[config.mk]
export PLATFORM = sky130hd
export DESIGN_NAME = autobaud_serial_port
export DESIGN_NICKNAME = d
export VERILOG_FILES = /design/src/inc/serial_port_pkg.sv /design/src/rtl/autobaud_serial_port.sv /design/src/rtl/serial_rx_lane.sv
export SDC_FILE = /design/constraint.sdc
export NUM_CORES = 1
export LEC_CHECK = 0
export ABC_AREA = 0
export BUFFER_PORTS_ARGS = -buffer_cell sky130_fd_sc_hd__buf_2
export CAP_MARGIN = 20
export CORE_MARGIN = 1.5
export CORE_UTILIZATION = 57
export CTS_CLUSTER_DIAMETER = 40
export DETAILED_ROUTE_END_ITERATION = 8
export PLACE_DENSITY_LB_ADDON = 0.15
export SLEW_MARGIN = 20
export SYNTH_ARGS = -nofsm -noshare
export SYNTH_HDL_FRONTEND = slang
export SYNTH_SLANG_ARGS = --single-unit
[constraint.sdc]
create_clock -name mclk -period 3.5 [get_ports mclk]
set_input_delay 0.175 -clock mclk [delete_from_list [all_inputs] [get_ports mclk]]
set_output_delay 0.175 -clock mclk [all_outputs]
set_load 0.03 [all_outputs]
[src/inc/serial_port_pkg.sv]
// Package of constants and types for the autobaud serial port
`default_nettype none
package serial_port_pkg;
  localparam int unsigned clk_hz = 100_000_000;
  localparam int unsigned os_rate = 16;
  localparam int unsigned rate_count = 4;
  localparam logic [7:0] cr_code = 8'h0d;
  localparam logic [7:0] lf_code = 8'h0a;
  localparam logic [7:0] star_code = 8'h2a;
  localparam logic [6:0] char_mask = 7'h7f;
  localparam int unsigned data_bits = 8;
  localparam int unsigned mid_tick = os_rate / 2;
  localparam int unsigned wait_seconds = 40;
  localparam longint unsigned wait_cycles_full =
    longint'(wait_seconds) * longint'(clk_hz);

  // Bit rates and derived oversample divisors
  localparam int unsigned baud_300 = 300;
  localparam int unsigned baud_1200 = 1200;
  localparam int unsigned baud_9600 = 9600;
  localparam int unsigned baud_76800 = 76800;

  typedef logic [1:0] rate_sel_t;
  localparam rate_sel_t rate_300 = 2'h0;
  localparam rate_sel_t rate_1200 = 2'h1;
  localparam rate_sel_t rate_9600 = 2'h2;
  localparam rate_sel_t rate_76800 = 2'h3;

  function automatic logic [15:0] os_divisor(input rate_sel_t sel);
    unique case (sel)
      rate_300: os_divisor = 16'(clk_hz / (baud_300 * os_rate));
      rate_1200: os_divisor = 16'(clk_hz / (baud_1200 * os_rate));
      rate_9600: os_divisor = 16'(clk_hz / (baud_9600 * os_rate));
      default: os_divisor = 16'(clk_hz / (baud_76800 * os_rate));
    endcase
  endfunction

  // Received character with its framing result
  typedef struct packed {
    logic [6:0] code;
    logic framing_ok;
  } rx_char_t;

  typedef enum logic [4:0] {
    st_asleep = 5'h01,
    st_hunt = 5'h02,
    st_prompt = 5'h04,
    st_command = 5'h08,
    st_hangup = 5'h10
  } session_state_t;
endpackage
`default_nettype wire

[src/rtl/autobaud_serial_port.sv]
// Autobaud full duplex serial port of a datalogger
//
// What this block does
// Seven-bit characters shifted onto the line least significant bit first.
// Transmitter sends eight data bits, eighth always zero, no parity.
// Receiver takes eight data bits and discards the eighth.
// Frame is one space start bit, data, one mark stop bit.
// Line idles marking between characters.
// Logic pin drives high for spacing, low for marking.
// Four bit rates: 300, 1200, 9600 and 76800.
// On wake, port adopts the terminal's bit rate.
// Transmit and receive run independently, full duplex.
// Terminal uses 300, 1200 or 9600, 8 bits, 1 stop, no parity; the port also hunts and locks at 76800.
// Terminal must not send eight bits plus parity.
// Wait about forty seconds for carriage returns, else hang up.
// After lock send carriage return, line feed, asterisk, then command.
// Lock on first rate that decodes carriage return correctly.
// Sample bits mid-cell by oversampling; drop characters with bad stop.
`default_nettype none
module autobaud_serial_port
  import serial_port_pkg::*;
#(
  parameter longint unsigned wait_cycles = wait_cycles_full
)
(
  // Clock and reset
  input wire logic mclk,
  input wire logic nrst,
  // Session control
  input wire logic wake,
  output logic session_open,
  output logic hangup,
  output rate_sel_t rate_locked,
  // Serial pins, inverted logic levels
  input wire logic rxd_pin,
  output logic txd_pin,
  // Transmit stream
  input wire logic [6:0] tx_data,
  input wire logic tx_valid,
  output logic tx_ready,
  // Receive stream
  output logic [6:0] rx_data,
  output logic rx_valid
);
  // ==========================================================
  // Pin synchroniser
  logic rx_meta_reg;
  logic rx_sync_reg;
  always_ff @(posedge mclk or negedge nrst)
  begin
    if (!nrst)
    begin
      rx_meta_reg <= 1'b0;
      rx_sync_reg <= 1'b0;
    end
    else
    begin
      rx_meta_reg <= rxd_pin;
      rx_sync_reg <= rx_meta_reg;
    end
  end
  // Low on the pin is mark
  wire line_mark = !rx_sync_reg;

  // ==========================================================
  // Receiver lanes, one per rate, so hunting tests all at once
  rx_char_t lane_char [rate_count];
  logic [rate_count-1:0] lane_valid;
  logic [rate_count-1:0] lane_cr;
  session_state_t state_reg;
  session_state_t state_next;
  rate_sel_t rate_reg;

  genvar g;
  generate
    for (g = 0; g < rate_count; g++)
    begin : lanes
      serial_rx_lane lane (
        .mclk(mclk),
        .nrst(nrst),
        .line_mark(line_mark),
        .rate(rate_sel_t'(g)),
        .rx_char(lane_char[g]),
        .rx_valid(lane_valid[g])
      );
      assign lane_cr[g] = lane_valid[g] && lane_char[g].framing_ok &&
        (lane_char[g].code == cr_code[6:0]);
    end
  endgenerate

  // Lowest rate wins on a tie; slow lanes finish last, so this
  // is the first rate to decode it cleanly
  logic [1:0] hit_idx;
  always_comb
  begin
    hit_idx = 2'h0;
    for (int i = rate_count - 1; i >= 0; i--)
      if (lane_cr[i])
        hit_idx = 2'(i);
  end
  wire any_cr = |lane_cr;

  // ==========================================================
  // Session sequencer
  logic [63:0] wait_reg;
  logic [1:0] prompt_reg;
  wire timed_out = (wait_reg >= wait_cycles - 64'h1);
  wire tx_busy;
  wire prompt_done;

  assign prompt_done = (prompt_reg == 2'h3) && !tx_busy;

  always_comb
  begin
    state_next = state_reg;
    unique case (state_reg)
      st_asleep: if (wake) state_next = st_hunt;
      st_hunt:
        if (any_cr) state_next = st_prompt;
        else if (timed_out) state_next = st_hangup;
      st_prompt: if (prompt_done) state_next = st_command;
      st_command: if (wake) state_next = st_command;
      st_hangup: state_next = st_asleep;
      default: state_next = st_asleep;
    endcase
  end

  always_ff @(posedge mclk or negedge nrst)
  begin
    if (!nrst)
    begin
      state_reg <= st_asleep;
      rate_reg <= rate_300;
      wait_reg <= 64'h0;
    end
    else
    begin
      state_reg <= state_next;
      wait_reg <= (state_reg == st_hunt) ? wait_reg + 64'h1 : 64'h0;
      if (state_reg == st_hunt && any_cr)
        rate_reg <= hit_idx;
    end
  end

  // ==========================================================
  // Transmitter
  logic [15:0] tx_div_reg;
  logic [3:0] tx_tick_reg;
  logic [3:0] tx_bit_reg;
  logic [9:0] tx_frame_reg;
  logic tx_busy_reg;

  wire tx_os_tick = (tx_div_reg == 16'h0000);
  wire tx_bit_end = tx_os_tick && (tx_tick_reg == 4'(os_rate - 1));
  wire in_prompt = (state_reg == st_prompt);
  wire [7:0] prompt_char = (prompt_reg == 2'h0) ? cr_code :
    (prompt_reg == 2'h1) ? lf_code : star_code;
  wire user_send = (state_reg == st_command) && tx_valid;
  wire prompt_send = in_prompt && (prompt_reg != 2'h3);
  wire tx_start = !tx_busy_reg && (user_send || prompt_send);
  // Eighth bit forced to zero
  wire [7:0] tx_byte = prompt_send ? {1'b0, prompt_char[6:0]} :
    {1'b0, tx_data & char_mask};

  assign tx_busy = tx_busy_reg;
  assign tx_ready = !tx_busy_reg && (state_reg == st_command);

  always_ff @(posedge mclk or negedge nrst)
  begin
    if (!nrst)
    begin
      tx_div_reg <= 16'h0000;
      tx_tick_reg <= 4'h0;
      tx_bit_reg <= 4'h0;
      tx_frame_reg <= 10'h3ff;
      tx_busy_reg <= 1'b0;
      prompt_reg <= 2'h0;
    end
    else
    begin
      tx_div_reg <= (tx_os_tick || tx_start) ?
        os_divisor(rate_reg) - 16'h0001 : tx_div_reg - 16'h0001;
      if (state_reg != st_prompt)
        prompt_reg <= 2'h0;
      if (tx_start)
      begin
        tx_busy_reg <= 1'b1;
        tx_tick_reg <= 4'h0;
        tx_bit_reg <= 4'h0;
        // Stop mark, data LSB first, start space
        tx_frame_reg <= {1'b1, tx_byte, 1'b0};
        if (prompt_send)
          prompt_reg <= prompt_reg + 2'h1;
      end
      else if (tx_busy_reg && tx_os_tick)
      begin
        tx_tick_reg <= tx_tick_reg + 4'h1;
        if (tx_bit_end)
        begin
          // Shift in mark so idle follows stop
          tx_frame_reg <= {1'b1, tx_frame_reg[9:1]};
          tx_bit_reg <= tx_bit_reg + 4'h1;
          if (tx_bit_reg == 4'(data_bits + 1))
            tx_busy_reg <= 1'b0;
        end
      end
    end
  end

  // Pin high means space
  always_ff @(posedge mclk or negedge nrst)
  begin
    if (!nrst)
      txd_pin <= 1'b0;
    else
      txd_pin <= !tx_frame_reg[0];
  end

  // ==========================================================
  // Outputs; receive runs alongside transmit
  always_ff @(posedge mclk or negedge nrst)
  begin
    if (!nrst)
    begin
      rx_data <= 7'h00;
      rx_valid <= 1'b0;
    end
    else
    begin
      rx_valid <= (state_reg == st_command) && lane_valid[rate_reg] &&
        lane_char[rate_reg].framing_ok;
      rx_data <= lane_char[rate_reg].code;
    end
  end

  assign session_open = (state_reg == st_command);
  assign hangup = (state_reg == st_hangup);
  assign rate_locked = rate_reg;
endmodule // autobaud_serial_port
`default_nettype wire

[src/rtl/serial_rx_lane.sv]
// One oversampling receiver lane at a fixed bit rate
`default_nettype none
module serial_rx_lane
  import serial_port_pkg::*;
(
  // Clock and reset
  input wire logic mclk,
  input wire logic nrst,
  // Line and rate
  input wire logic line_mark,
  input wire rate_sel_t rate,
  // Received character
  output rx_char_t rx_char,
  output logic rx_valid
);
  logic [15:0] div_reg;
  logic [3:0] tick_reg;
  logic [3:0] bit_reg;
  logic busy_reg;
  logic [7:0] shift_reg;
  logic valid_reg;
  rx_char_t char_reg;

  wire os_tick = (div_reg == 16'h0000);
  wire mid_point = os_tick && (tick_reg == 4'(mid_tick));
  wire start_seen = !busy_reg && !line_mark;
  wire last_bit = (bit_reg == 4'(data_bits + 1));

  always_ff @(posedge mclk or negedge nrst)
  begin
    if (!nrst)
    begin
      div_reg <= 16'h0000;
      tick_reg <= 4'h0;
      bit_reg <= 4'h0;
      busy_reg <= 1'b0;
      shift_reg <= 8'h00;
      valid_reg <= 1'b0;
      char_reg <= '0;
    end
    else
    begin
      valid_reg <= 1'b0;
      div_reg <= os_tick ? os_divisor(rate) - 16'h0001 : div_reg - 16'h0001;
      if (start_seen)
      begin
        busy_reg <= 1'b1;
        tick_reg <= 4'h0;
        bit_reg <= 4'h0;
      end
      else if (busy_reg && os_tick)
      begin
        tick_reg <= tick_reg + 4'h1;
        if (mid_point)
        begin
          bit_reg <= bit_reg + 4'h1;
          if (bit_reg == 4'h0 && line_mark)
            busy_reg <= 1'b0; // False start glitch
          else if (last_bit)
          begin
            busy_reg <= 1'b0;
            valid_reg <= 1'b1;
            // Eighth bit dropped, stop must be mark
            char_reg <= '{code: shift_reg[6:0], framing_ok: line_mark};
          end
          else if (bit_reg != 4'h0)
            shift_reg <= {!line_mark ? 1'b0 : 1'b1, shift_reg[7:1]};
        end
      end
    end
  end

  assign rx_char = char_reg;
  assign rx_valid = valid_reg;
endmodule // serial_rx_lane
`default_nettype wire

==> flow_metrics.tcl, run 1 <==
set metrics [dict create \
    status "finished, final reports clean" \
    vias 10300 \
    fp.dieW_um 161 \
    rows 57 \
    dieArea_mm2 0.0258 \
    r2r-start "tx_div_reg[4]" \
    ys_warn_count 0 \
    viasPerCell 5.83 \
    holdPathEnd "tx_frame_reg[1]" \
    slowest_delay_ns 0.42 \
    synth_cell_types 58 \
    power_switching_w 0.00192 \
    worst_slew_pin_slew_ns 0.827 \
    drc_errors 0 \
    grt_pass1_wl_um 50300 \
    core_area_mm2 0.0243 \
    hpwl_um 19000 \
    syn_to_final_growth_pct 16.1 \
    wl_per_cell_um 16.4 \
    drv_slew 0 \
    intPower_w 0.00636 \
    multi_input_area_mm2 0.00663 \
    leakagePower_nw 7.28 \
    ioPinCount 26 \
    clock_sinks 286 \
    max_freq_mhz 334 \
    gr-total-overflow 0 \
    synth.cell_area_mm2 0.0141 \
    final_nets 1469 \
    syn-mean-instance-area_um2 10.5 \
    setup_viol_count_final 0 \
    rsz0062_at_grt "no" \
    critPathArrivalTime_ns 3.44 \
    period_share 0.857 \
    ys.flop_type "dfrtp_1" \
    die_h_um 161 \
    layout_min_cycle_time_ns 3.00 \
    whs_path_depth 4 \
    crit_required_ns 3.94 \
    crit_chain "nor3_1, nand3_1, buf_4, nor2_1, a21oi_1, mux2i_1, ha_1, nand2b_1, nor4_1, and3_1, nor2_1, mux2i_1" \
    layout-drive-gt1-share 0.162 \
    cts_tree "yes" \
    diodes 0 \
    worstPathMaxFanout 11 \
    combPwrFrac 0.030 \
    clock_path_buffers 3 \
    drtIter0Drc 602 \
    cap_viol_max_count 0 \
    regToRegEndpoint "tx_div_reg[8]" \
    portBuffers 25 \
    fillCellCount 1811 \
    hold_path_startpoint "tx_data[0]" \
    swShare 0.232 \
    hp-class "in -> reg" \
    numCtsBuffers 44 \
    syn_inst 1352 \
    ys_seq_area_frac 0.507 \
    path_class "reg -> reg" \
    antenna_found_initial 0 \
    final_area_mm2 0.0164 \
    r2r_slack_ns 0.50 \
    slew_headroom 0.447 \
    startpoint_type "flop" \
    clockPowerShare 0.565 \
    grt_pass1_vias 10500 \
    synth_edf_count 0 \
    wirelength_um 29100 \
    ys_async_sr_fraction 1.00 \
    hold_viol_final 0 \
    grt_start_max_net_pins 84 \
    start_util 0.582 \
    hold_ws_ns 0.0276 \
    placed_area_mm2 0.0148 \
    power_frac_seq 0.405 \
    ir_drop_uv 362 \
    cp-end-kind "flop" \
    htree_levels 2 \
    dr.pass1.iters 5 \
    place_congestion 0.804 \
    drtAntennaViolNets 0 \
    seq_area_mm2 0.00717 \
    cts.clk_slew.worst_paths_ns 0.06 \
    ys_seq_elements 286 \
    insertion_delay_ns 0.53 \
    cts_resized 0 \
    tns_ns 0 \
    cts-root-buf "clkbuf_16" \
    ff2ff_path_depth 12 \
    synth_nets 1405 \
    p_per_area_mw_per_mm2 504 \
    fin_skew_ns 0.0179 \
    slowest_stage "nor3_1" \
    grt_use_total 0.233 \
]
area by class of cell:
cell class | count | share of cell area
flip-flops and latches | 286 | 0.436
multi-input cells | 973 | 0.404
clock buffers | 48 | 0.0698
clock inverters | 34 | 0.0272
repair buffers | 56 | 0.0256
well taps | 324 | 0.0247
inverters | 55 | 0.0126
placed cells by master, fill, tap and decap left out, drive strengths merged, types with 10 or more instances in the layout:
master,count
xnor2,53
clkbuf,48
nand2b,10
xor2,56
buf,50
nor4,34
inv,70
a21oi,66
nand2,94
nand3,71
nand4,32
nor2,145
ha,41
or3,29
dfrtp,276
mux2,67
o31ai,29
mux2i,19
and3,20
nor3,46
dfstp,10
or4,41
o21ai,33
stage by stage:
stage / worst slack (ns) / total power [W] / util / cells
floorplan: 0.258 / 0.00353 / - / 1352
global placement: 0.644 / 0.00366 / 0.608 / 1688
detailed placement: 0.538 / 0.00366 / 0.608 / 1688
CTS: 0.516 / 0.00837 / 0.676 / 1776
global route: 0.162 / 0.00855 / 0.676 / 1776
finish: 0.502 / 0.00828 / 0.676 / 1776
critical path, delay by kind of cell (launching register included):
family | cells | cell delay [ns]
AND/OR/NAND/NOR | 7 | 1.51
buffers and inverters | 1 | 0.20
adder cells (fa/ha/maj) | 1 | 0.28
flip-flops | 1 | 0.39
multiplexers | 2 | 0.37
AO/OA/AOI/OAI | 1 | 0.16
worst max-delay path by stage:
stage | startpoint | endpoint | slack, ns | cells after the start
finish | tx_div_reg[4] | tx_div_reg[8] | 0.50 | 12
global route | tx_div_reg[3] | tx_div_reg[14] | 0.16 | 12
CTS | tx_div_reg[3] | tx_div_reg[8] | 0.52 | 12
detailed placement | tx_div_reg[4] | tx_div_reg[8] | 0.54 | 12
global placement | prompt_reg[0] | tx_div_reg[14] | 0.64 | 13
floorplan | prompt_reg[0] | tx_div_reg[8] | 0.26 | 12
logic make-up (layout without fill, tap and decap cells):
logic type / count (synthesis) / after routing / synth area share
muxes: 94 / 94 / 0.0795
adders and majority gates: 41 / 41 / 0.0363
xor gates and xnor gates: 109 / 109 / 0.0675
and+or+nand+nor: 571 / 571 / 0.217
buffers and inverters: 93 / 193 / 0.0248
AOI/OAI and AO/OA: 158 / 158 / 0.0686
DFF: 286 / 286 / 0.507
Yosys cell counts (all sizes together), types with 4 or more instances:
master,number,share of area
dfrtp,276,0.49
nor2,145,0.039
nand2,94,0.025
nand3,71,0.025
mux2,67,0.053
a21oi,66,0.023
xor2,56,0.035
inv,55,0.015
xnor2,53,0.033
nor3,46,0.019
ha,41,0.036
or4,41,0.022
clkbuf,35,0.0093
nor4,34,0.017
o21ai,33,0.012
nand4,32,0.014
o31ai,29,0.015
or3,29,0.013
and3,20,0.0088
mux2i,19,0.013
dfstp,10,0.019
nand2b,10,0.0044
a22o,9,0.0056
mux4,8,0.013
nand3b,7,0.0037
nor3b,7,0.0037
and2,6,0.0027
and4,6,0.0037
a221o,5,0.0035
nand4b,5,0.0031
nor4b,5,0.0042
nor2b,4,0.0018
power groups by stage:
stage	registers [W]	clock network [W]	logic (W)
6_report	0.00336	0.00468	0.000249
3_3_place_gp	0.00341	0	0.000249
2_1_floorplan	0.00341	0	0.000126
5_1_grt	0.00336	0.00491	0.000285
3_5_place_dp	0.00341	0	0.000251
4_1_cts	0.00336	0.00476	0.000256
metal layers:
metal	vias to the layer above	wire length [µm]	share of wire	global-route usage
met4	0	534	0.018	0.0675
met5	-	0	0	0
met2	159	14000	0.48	0.388
li1	4988	-	-	-
met1	5150	13600	0.47	0.319
met3	50	947	0.033	0.0351
repair_timing:
item | 4_1_cts | 5_1_grt
endpoints found under the hold margin | 80 | 0
hold buffers | 6 | 0
buffers inserted | 0 | 0
Note: power is estimated with default switching activity, not from simulation.
==> run 2: changes to the inputs <==
--- a/config.mk
+++ b/config.mk
@@ -12,7 +12,7 @@
 export CORE_UTILIZATION = 57
 export CTS_CLUSTER_DIAMETER = 40
 export DETAILED_ROUTE_END_ITERATION = 8
-export PLACE_DENSITY_LB_ADDON = 0.15
+export PLACE_DENSITY = 0.86
 export SLEW_MARGIN = 20
 export SYNTH_ARGS = -nofsm -noshare
 export SYNTH_HDL_FRONTEND = slang
==> run 2 against run 1 <==
Hold slack got worse by 0.0054 ns. Die area is the same. Sequential power hardly changed. Flip-flop and latch count stayed put.
==> flow_metrics.tcl, run 2 (synthesis results as in run 1) <==
set metrics [dict create \
    cts_tree "yes" \
    dieArea_mm2 0.0258 \
    p_per_area_mw_per_mm2 477 \
    dr.pass1.iters 5 \
    insertion_delay_ns 0.53 \
    gr-total-overflow 0 \
    place_congestion 0.839 \
    drtAntennaViolNets 0 \
    grt_pass1_vias 10900 \
    status "finished, final reports clean" \
    htree_levels 2 \
    ioPinCount 26 \
    final_cell_mix "dfrtp_1, nor2_1, nand2_1" \
    drtIter0Drc 818 \
    setup_ws_ns 0.454 \
    grt_pass1_wl_um 52300 \
    cap_viol_max_count 0 \
    syn_to_final_growth_pct 14.3 \
    leakagePower_nw 7.16 \
    hp-class "in -> reg" \
    drc_errors 0 \
    ir_drop_uv 383 \
    utilization 0.665 \
    final_nets 1462 \
    wirelength_um 30600 \
    cts-root-buf "clkbuf_16" \
    hpwl_um 19600 \
    dp_cells 1686 \
    crit_required_ns 3.95 \
    numCtsBuffers 39 \
    grt_start_max_net_pins 100 \
    period_share 0.870 \
    start_util 0.582 \
    layout_min_cycle_time_ns 3.05 \
    rows 57 \
    fin_skew_ns 0.0279 \
    place_ws_ns 0.494 \
    cp-end-kind "flop" \
    clock_path_buffers 3 \
    core_area_mm2 0.0243 \
    path_class "reg -> reg" \
    worst_slew_pin_slew_ns 0.786 \
    fin_cells 1764 \
    antenna_found_initial 0 \
    vias 10700 \
    fp.dieW_um 161 \
    drv_slew 0 \
    setup_viol_count_final 0 \
    cts.clk_slew.worst_paths_ns 0.06 \
    max_freq_mhz 328 \
    cts_resized 0 \
    grt_use_total 0.245 \
    viasPerCell 6.05 \
    layout-drive-gt1-share 0.153 \
    layout_commonest_cell "dfrtp_1" \
    slew_headroom 0.476 \
    worstPathMaxFanout 8 \
    die_h_um 161 \
    critPathArrivalTime_ns 3.49 \
    hold_viol_final 0 \
    cts_hold_buf 6 \
    startpoint_type "flop" \
    portBuffers 25 \
    cts_setup_buffers 0 \
    rsz0062_at_grt "no" \
    tns_ns 0 \
    diodes 0 \
    clock_sinks 286 \
    wl_per_cell_um 17.4 \
]
run 2: cell count changes in the layout (fill, tap and decap cells not counted), moves of 3 or more:
cell	before	now
clkinv_2	1	6
clkbuf_1	2	5
clkbuf_16	45	40
inv_6	12	4
clkinv_4	8	0
run 2: where the power goes:
part | switching, W | total [W] | internal (W) | leakage (nW)
registers | 0.0000246 | 0.00336 | 0.00333 | 3.80
logic | 0.000188 | 0.000252 | 0.0000639 | 2.69
clock network | 0.00154 | 0.00411 | 0.00257 | 0.664
run 2: cell type report:
class	instances	area [µm²]
inverters	55	206
multi-input cells	973	6630
flip-flops and latches	286	7170
repair buffers	54	393
well taps	324	405
fillers	1683	8150
clock inverters	24	307
clock buffers	48	1060
run 2: worst max-delay path: stages (launching register included):
cell and delay [ns]:
dfrtp_1 0.43, ha_1 0.25, nand4b_1 0.13, buf_4 0.16
a21oi_1 0.08, buf_4 0.18, a21oi_1 0.27, mux2i_1 0.28
ha_1 0.30, nand2b_1 0.12, nor4_1 0.31, and3_1 0.26
nor2_1 0.07, mux2i_1 0.12
run 2: worst paths after layout:
path	start	endpoint	slack (ns)	depth (start not counted)
min in group asynchronous	nrst	tx_div_reg[11]	0.25	2
max in group asynchronous	nrst	state_reg[0]	2.29	3
worst max register to register	prompt_reg[0]	tx_div_reg[14]	0.45	13
worst min register to register	rx_meta_reg	rx_sync_reg	0.36	0
worst min-delay path	tx_data[4]	tx_frame_reg[5]	0.02	3
worst max-delay path	prompt_reg[0]	tx_div_reg[14]	0.45	13
run 2: routing by layer:
| metal | vias to the layer above | wire (µm) | GRT usage |
|---|---|---|---|
| met4 | 0 | 868 | 0.0884 |
| met1 | 5324 | 12800 | 0.315 |
| li1 | 4971 | - | - |
| met5 | - | 0 | 0 |
| met3 | 77 | 1450 | 0.0377 |
| met2 | 309 | 15500 | 0.421 |
run 2: stage by stage:
stage / total power, W / instance area (µm²) / hold WS, ns
2_1_floorplan: 0.00353 / 14100 / -0.121
6_report: 0.00771 / 16200 / 0.0222
3_3_place_gp: 0.00365 / 14700 / 0.252
5_1_grt: 0.00796 / 16200 / 0.0162
4_1_cts: 0.00777 / 16200 / 0.0206
3_5_place_dp: 0.00366 / 14700 / 0.252
==> run 3: changes to the inputs <==
--- a/config.mk
+++ b/config.mk
@@ -9,10 +9,10 @@
 export BUFFER_PORTS_ARGS = -buffer_cell sky130_fd_sc_hd__buf_2
 export CAP_MARGIN = 20
 export CORE_MARGIN = 1.5
-export CORE_UTILIZATION = 57
+export CORE_UTILIZATION = 40
 export CTS_CLUSTER_DIAMETER = 40
 export DETAILED_ROUTE_END_ITERATION = 8
-export PLACE_DENSITY = 0.86
+export PLACE_DENSITY = 0.67
 export SLEW_MARGIN = 20
 export SYNTH_ARGS = -nofsm -noshare
 export SYNTH_HDL_FRONTEND = slang
==> run 3 against run 2 <==
Non-clock buffer count is the same. Hold slack lost 0.0028 ns. Sequential power about the same. Combinational power barely moved. Clock skew is 0.0034 ns lower. Critical path depth is 1 lower. Die area grew 42%. Flip-flop and latch count did not move. Core utilization shrank 19 points. Register-to-register slack got worse by 0.02 ns.
==> flow_metrics.tcl, run 3 (synthesis results as in run 1) <==
set metrics [dict create \
    startpoint_type "flop" \
    utilization 0.476 \
    path_class "reg -> reg" \
    setup_viol_count_final 0 \
    cts.clk_slew.worst_paths_ns 0.05 \
    antenna_found_initial 0 \
    cts_tree "yes" \
    cts-root-buf "clkbuf_16" \
    ir_drop_uv 355 \
    grt_use_total 0.164 \
    wl_per_cell_um 15.2 \
    drc_errors 0 \
    clock_sinks 286 \
    drv_slew 0 \
    cts_setup_buffers 0 \
    leakagePower_nw 7.26 \
    viasPerCell 5.38 \
    hold_viol_final 0 \
    portBuffers 25 \
    drtIter0Drc 542 \
    final_cell_mix "dfrtp_1, nor2_1, nand2_1" \
    start_util 0.408 \
    vias 10300 \
    crit_required_ns 3.94 \
    place_congestion 0.803 \
    period_share 0.876 \
    rows 68 \
    cap_viol_max_count 0 \
    grt_pass1_vias 10300 \
    worst_slew_pin_slew_ns 1.06 \
    cts_resized 0 \
    core_area_mm2 0.0347 \
    grt_pass1_wl_um 49800 \
    layout_commonest_cell "dfrtp_1" \
    tns_ns 0 \
    rsz0062_at_grt "no" \
    drtAntennaViolNets 0 \
    fp.dieW_um 191 \
    wirelength_um 29000 \
    layout_min_cycle_time_ns 3.06 \
    cp-end-kind "flop" \
    status "finished, final reports clean" \
    hp-class "in -> reg" \
    slew_headroom 0.295 \
    layout-drive-gt1-share 0.163 \
    max_freq_mhz 326 \
    fin_skew_ns 0.0245 \
    ioPinCount 26 \
    diodes 0 \
    grt_start_max_net_pins 102 \
    hpwl_um 19300 \
    critPathArrivalTime_ns 3.51 \
    gr-total-overflow 0 \
    syn_to_final_growth_pct 16.8 \
    dieArea_mm2 0.0365 \
    cts_hold_buf 6 \
    p_per_area_mw_per_mm2 489 \
    htree_levels 2 \
    numCtsBuffers 46 \
    die_h_um 191 \
    clock_path_buffers 3 \
    insertion_delay_ns 0.54 \
    final_nets 1469 \
    fillCellCount 3118 \
    worstPathMaxFanout 8 \
    dr.pass1.iters 5 \
]
## run 3: where the power goes
group / internal [W] / switching (W) / total (W)
sequential: 0.00333 / 0.0000221 / 0.00336
clock: 0.00277 / 0.00171 / 0.00448
combinational: 0.0000634 / 0.000186 / 0.000250
total: 0.00617 / 0.00192 / 0.00809
## run 3: cell type report
class | count | area, µm² | area share
clock buffer | 53 | 1250 | 0.0756
clock inverter | 32 | 308 | 0.0186
inverter | 55 | 206 | 0.0125
multi-input combinational | 973 | 6630 | 0.401
sequential | 286 | 7170 | 0.434
tap | 455 | 569 | 0.0344
timing repair buffer | 54 | 393 | 0.0238
## run 3: path summary, 6_finish.rpt
kind | from | end | slack, ns | cells past startpoint
worst max-delay path | prompt_reg[0] | tx_div_reg[14] | 0.44 | 12
worst min-delay path | tx_data[4] | tx_frame_reg[5] | 0.02 | 3
worst max register to register | prompt_reg[0] | tx_div_reg[14] | 0.44 | 12
worst min register to register | rx_meta_reg | rx_sync_reg | 0.35 | 0
max in group asynchronous | nrst | lanes[1].lane.div_reg[7] | 2.34 | 3
min in group asynchronous | nrst | tx_bit_reg[3] | 0.28 | 2
## run 3: critical path, cell delays in order, from the launching register on
cell      delay, ns
dfrtp_1        0.40
ha_1           0.24
nand4b_1       0.13
buf_4          0.16
a21oi_1        0.10
a21oi_1        0.39
mux2i_1        0.31
ha_1           0.30
nand2b_1       0.12
nor4_1         0.35
and3_1         0.28
nor2_1         0.08
mux2i_1        0.12
## run 3: metrics by stage
step | std cells | hold WS, ns | setup WS [ns] | cell area, µm² | total power [W]
after global routing | 1908 | 0.0101 | 0.130 | 16500 | 0.00839
after detailed placement | 1817 | 0.279 | 0.488 | 14900 | 0.00367
final | 1908 | 0.0194 | 0.436 | 16500 | 0.00809
after CTS | 1908 | 0.00254 | 0.466 | 16500 | 0.00820
after global placement | 1817 | 0.277 | 0.666 | 14900 | 0.00366
after floorplan | 1352 | -0.121 | 0.258 | 14100 | 0.00353
## run 3: metal layers
| layer | GRT usage | vias to the layer above | part of all wire |
|---|---|---|---|
| li1 | - | 4990 | - |
| met1 | 0.217 | 5084 | 0.46 |
| met2 | 0.273 | 149 | 0.49 |
| met3 | 0.0288 | 39 | 0.036 |
| met4 | 0.0499 | 0 | 0.018 |
| met5 | 0 | - | 0 |
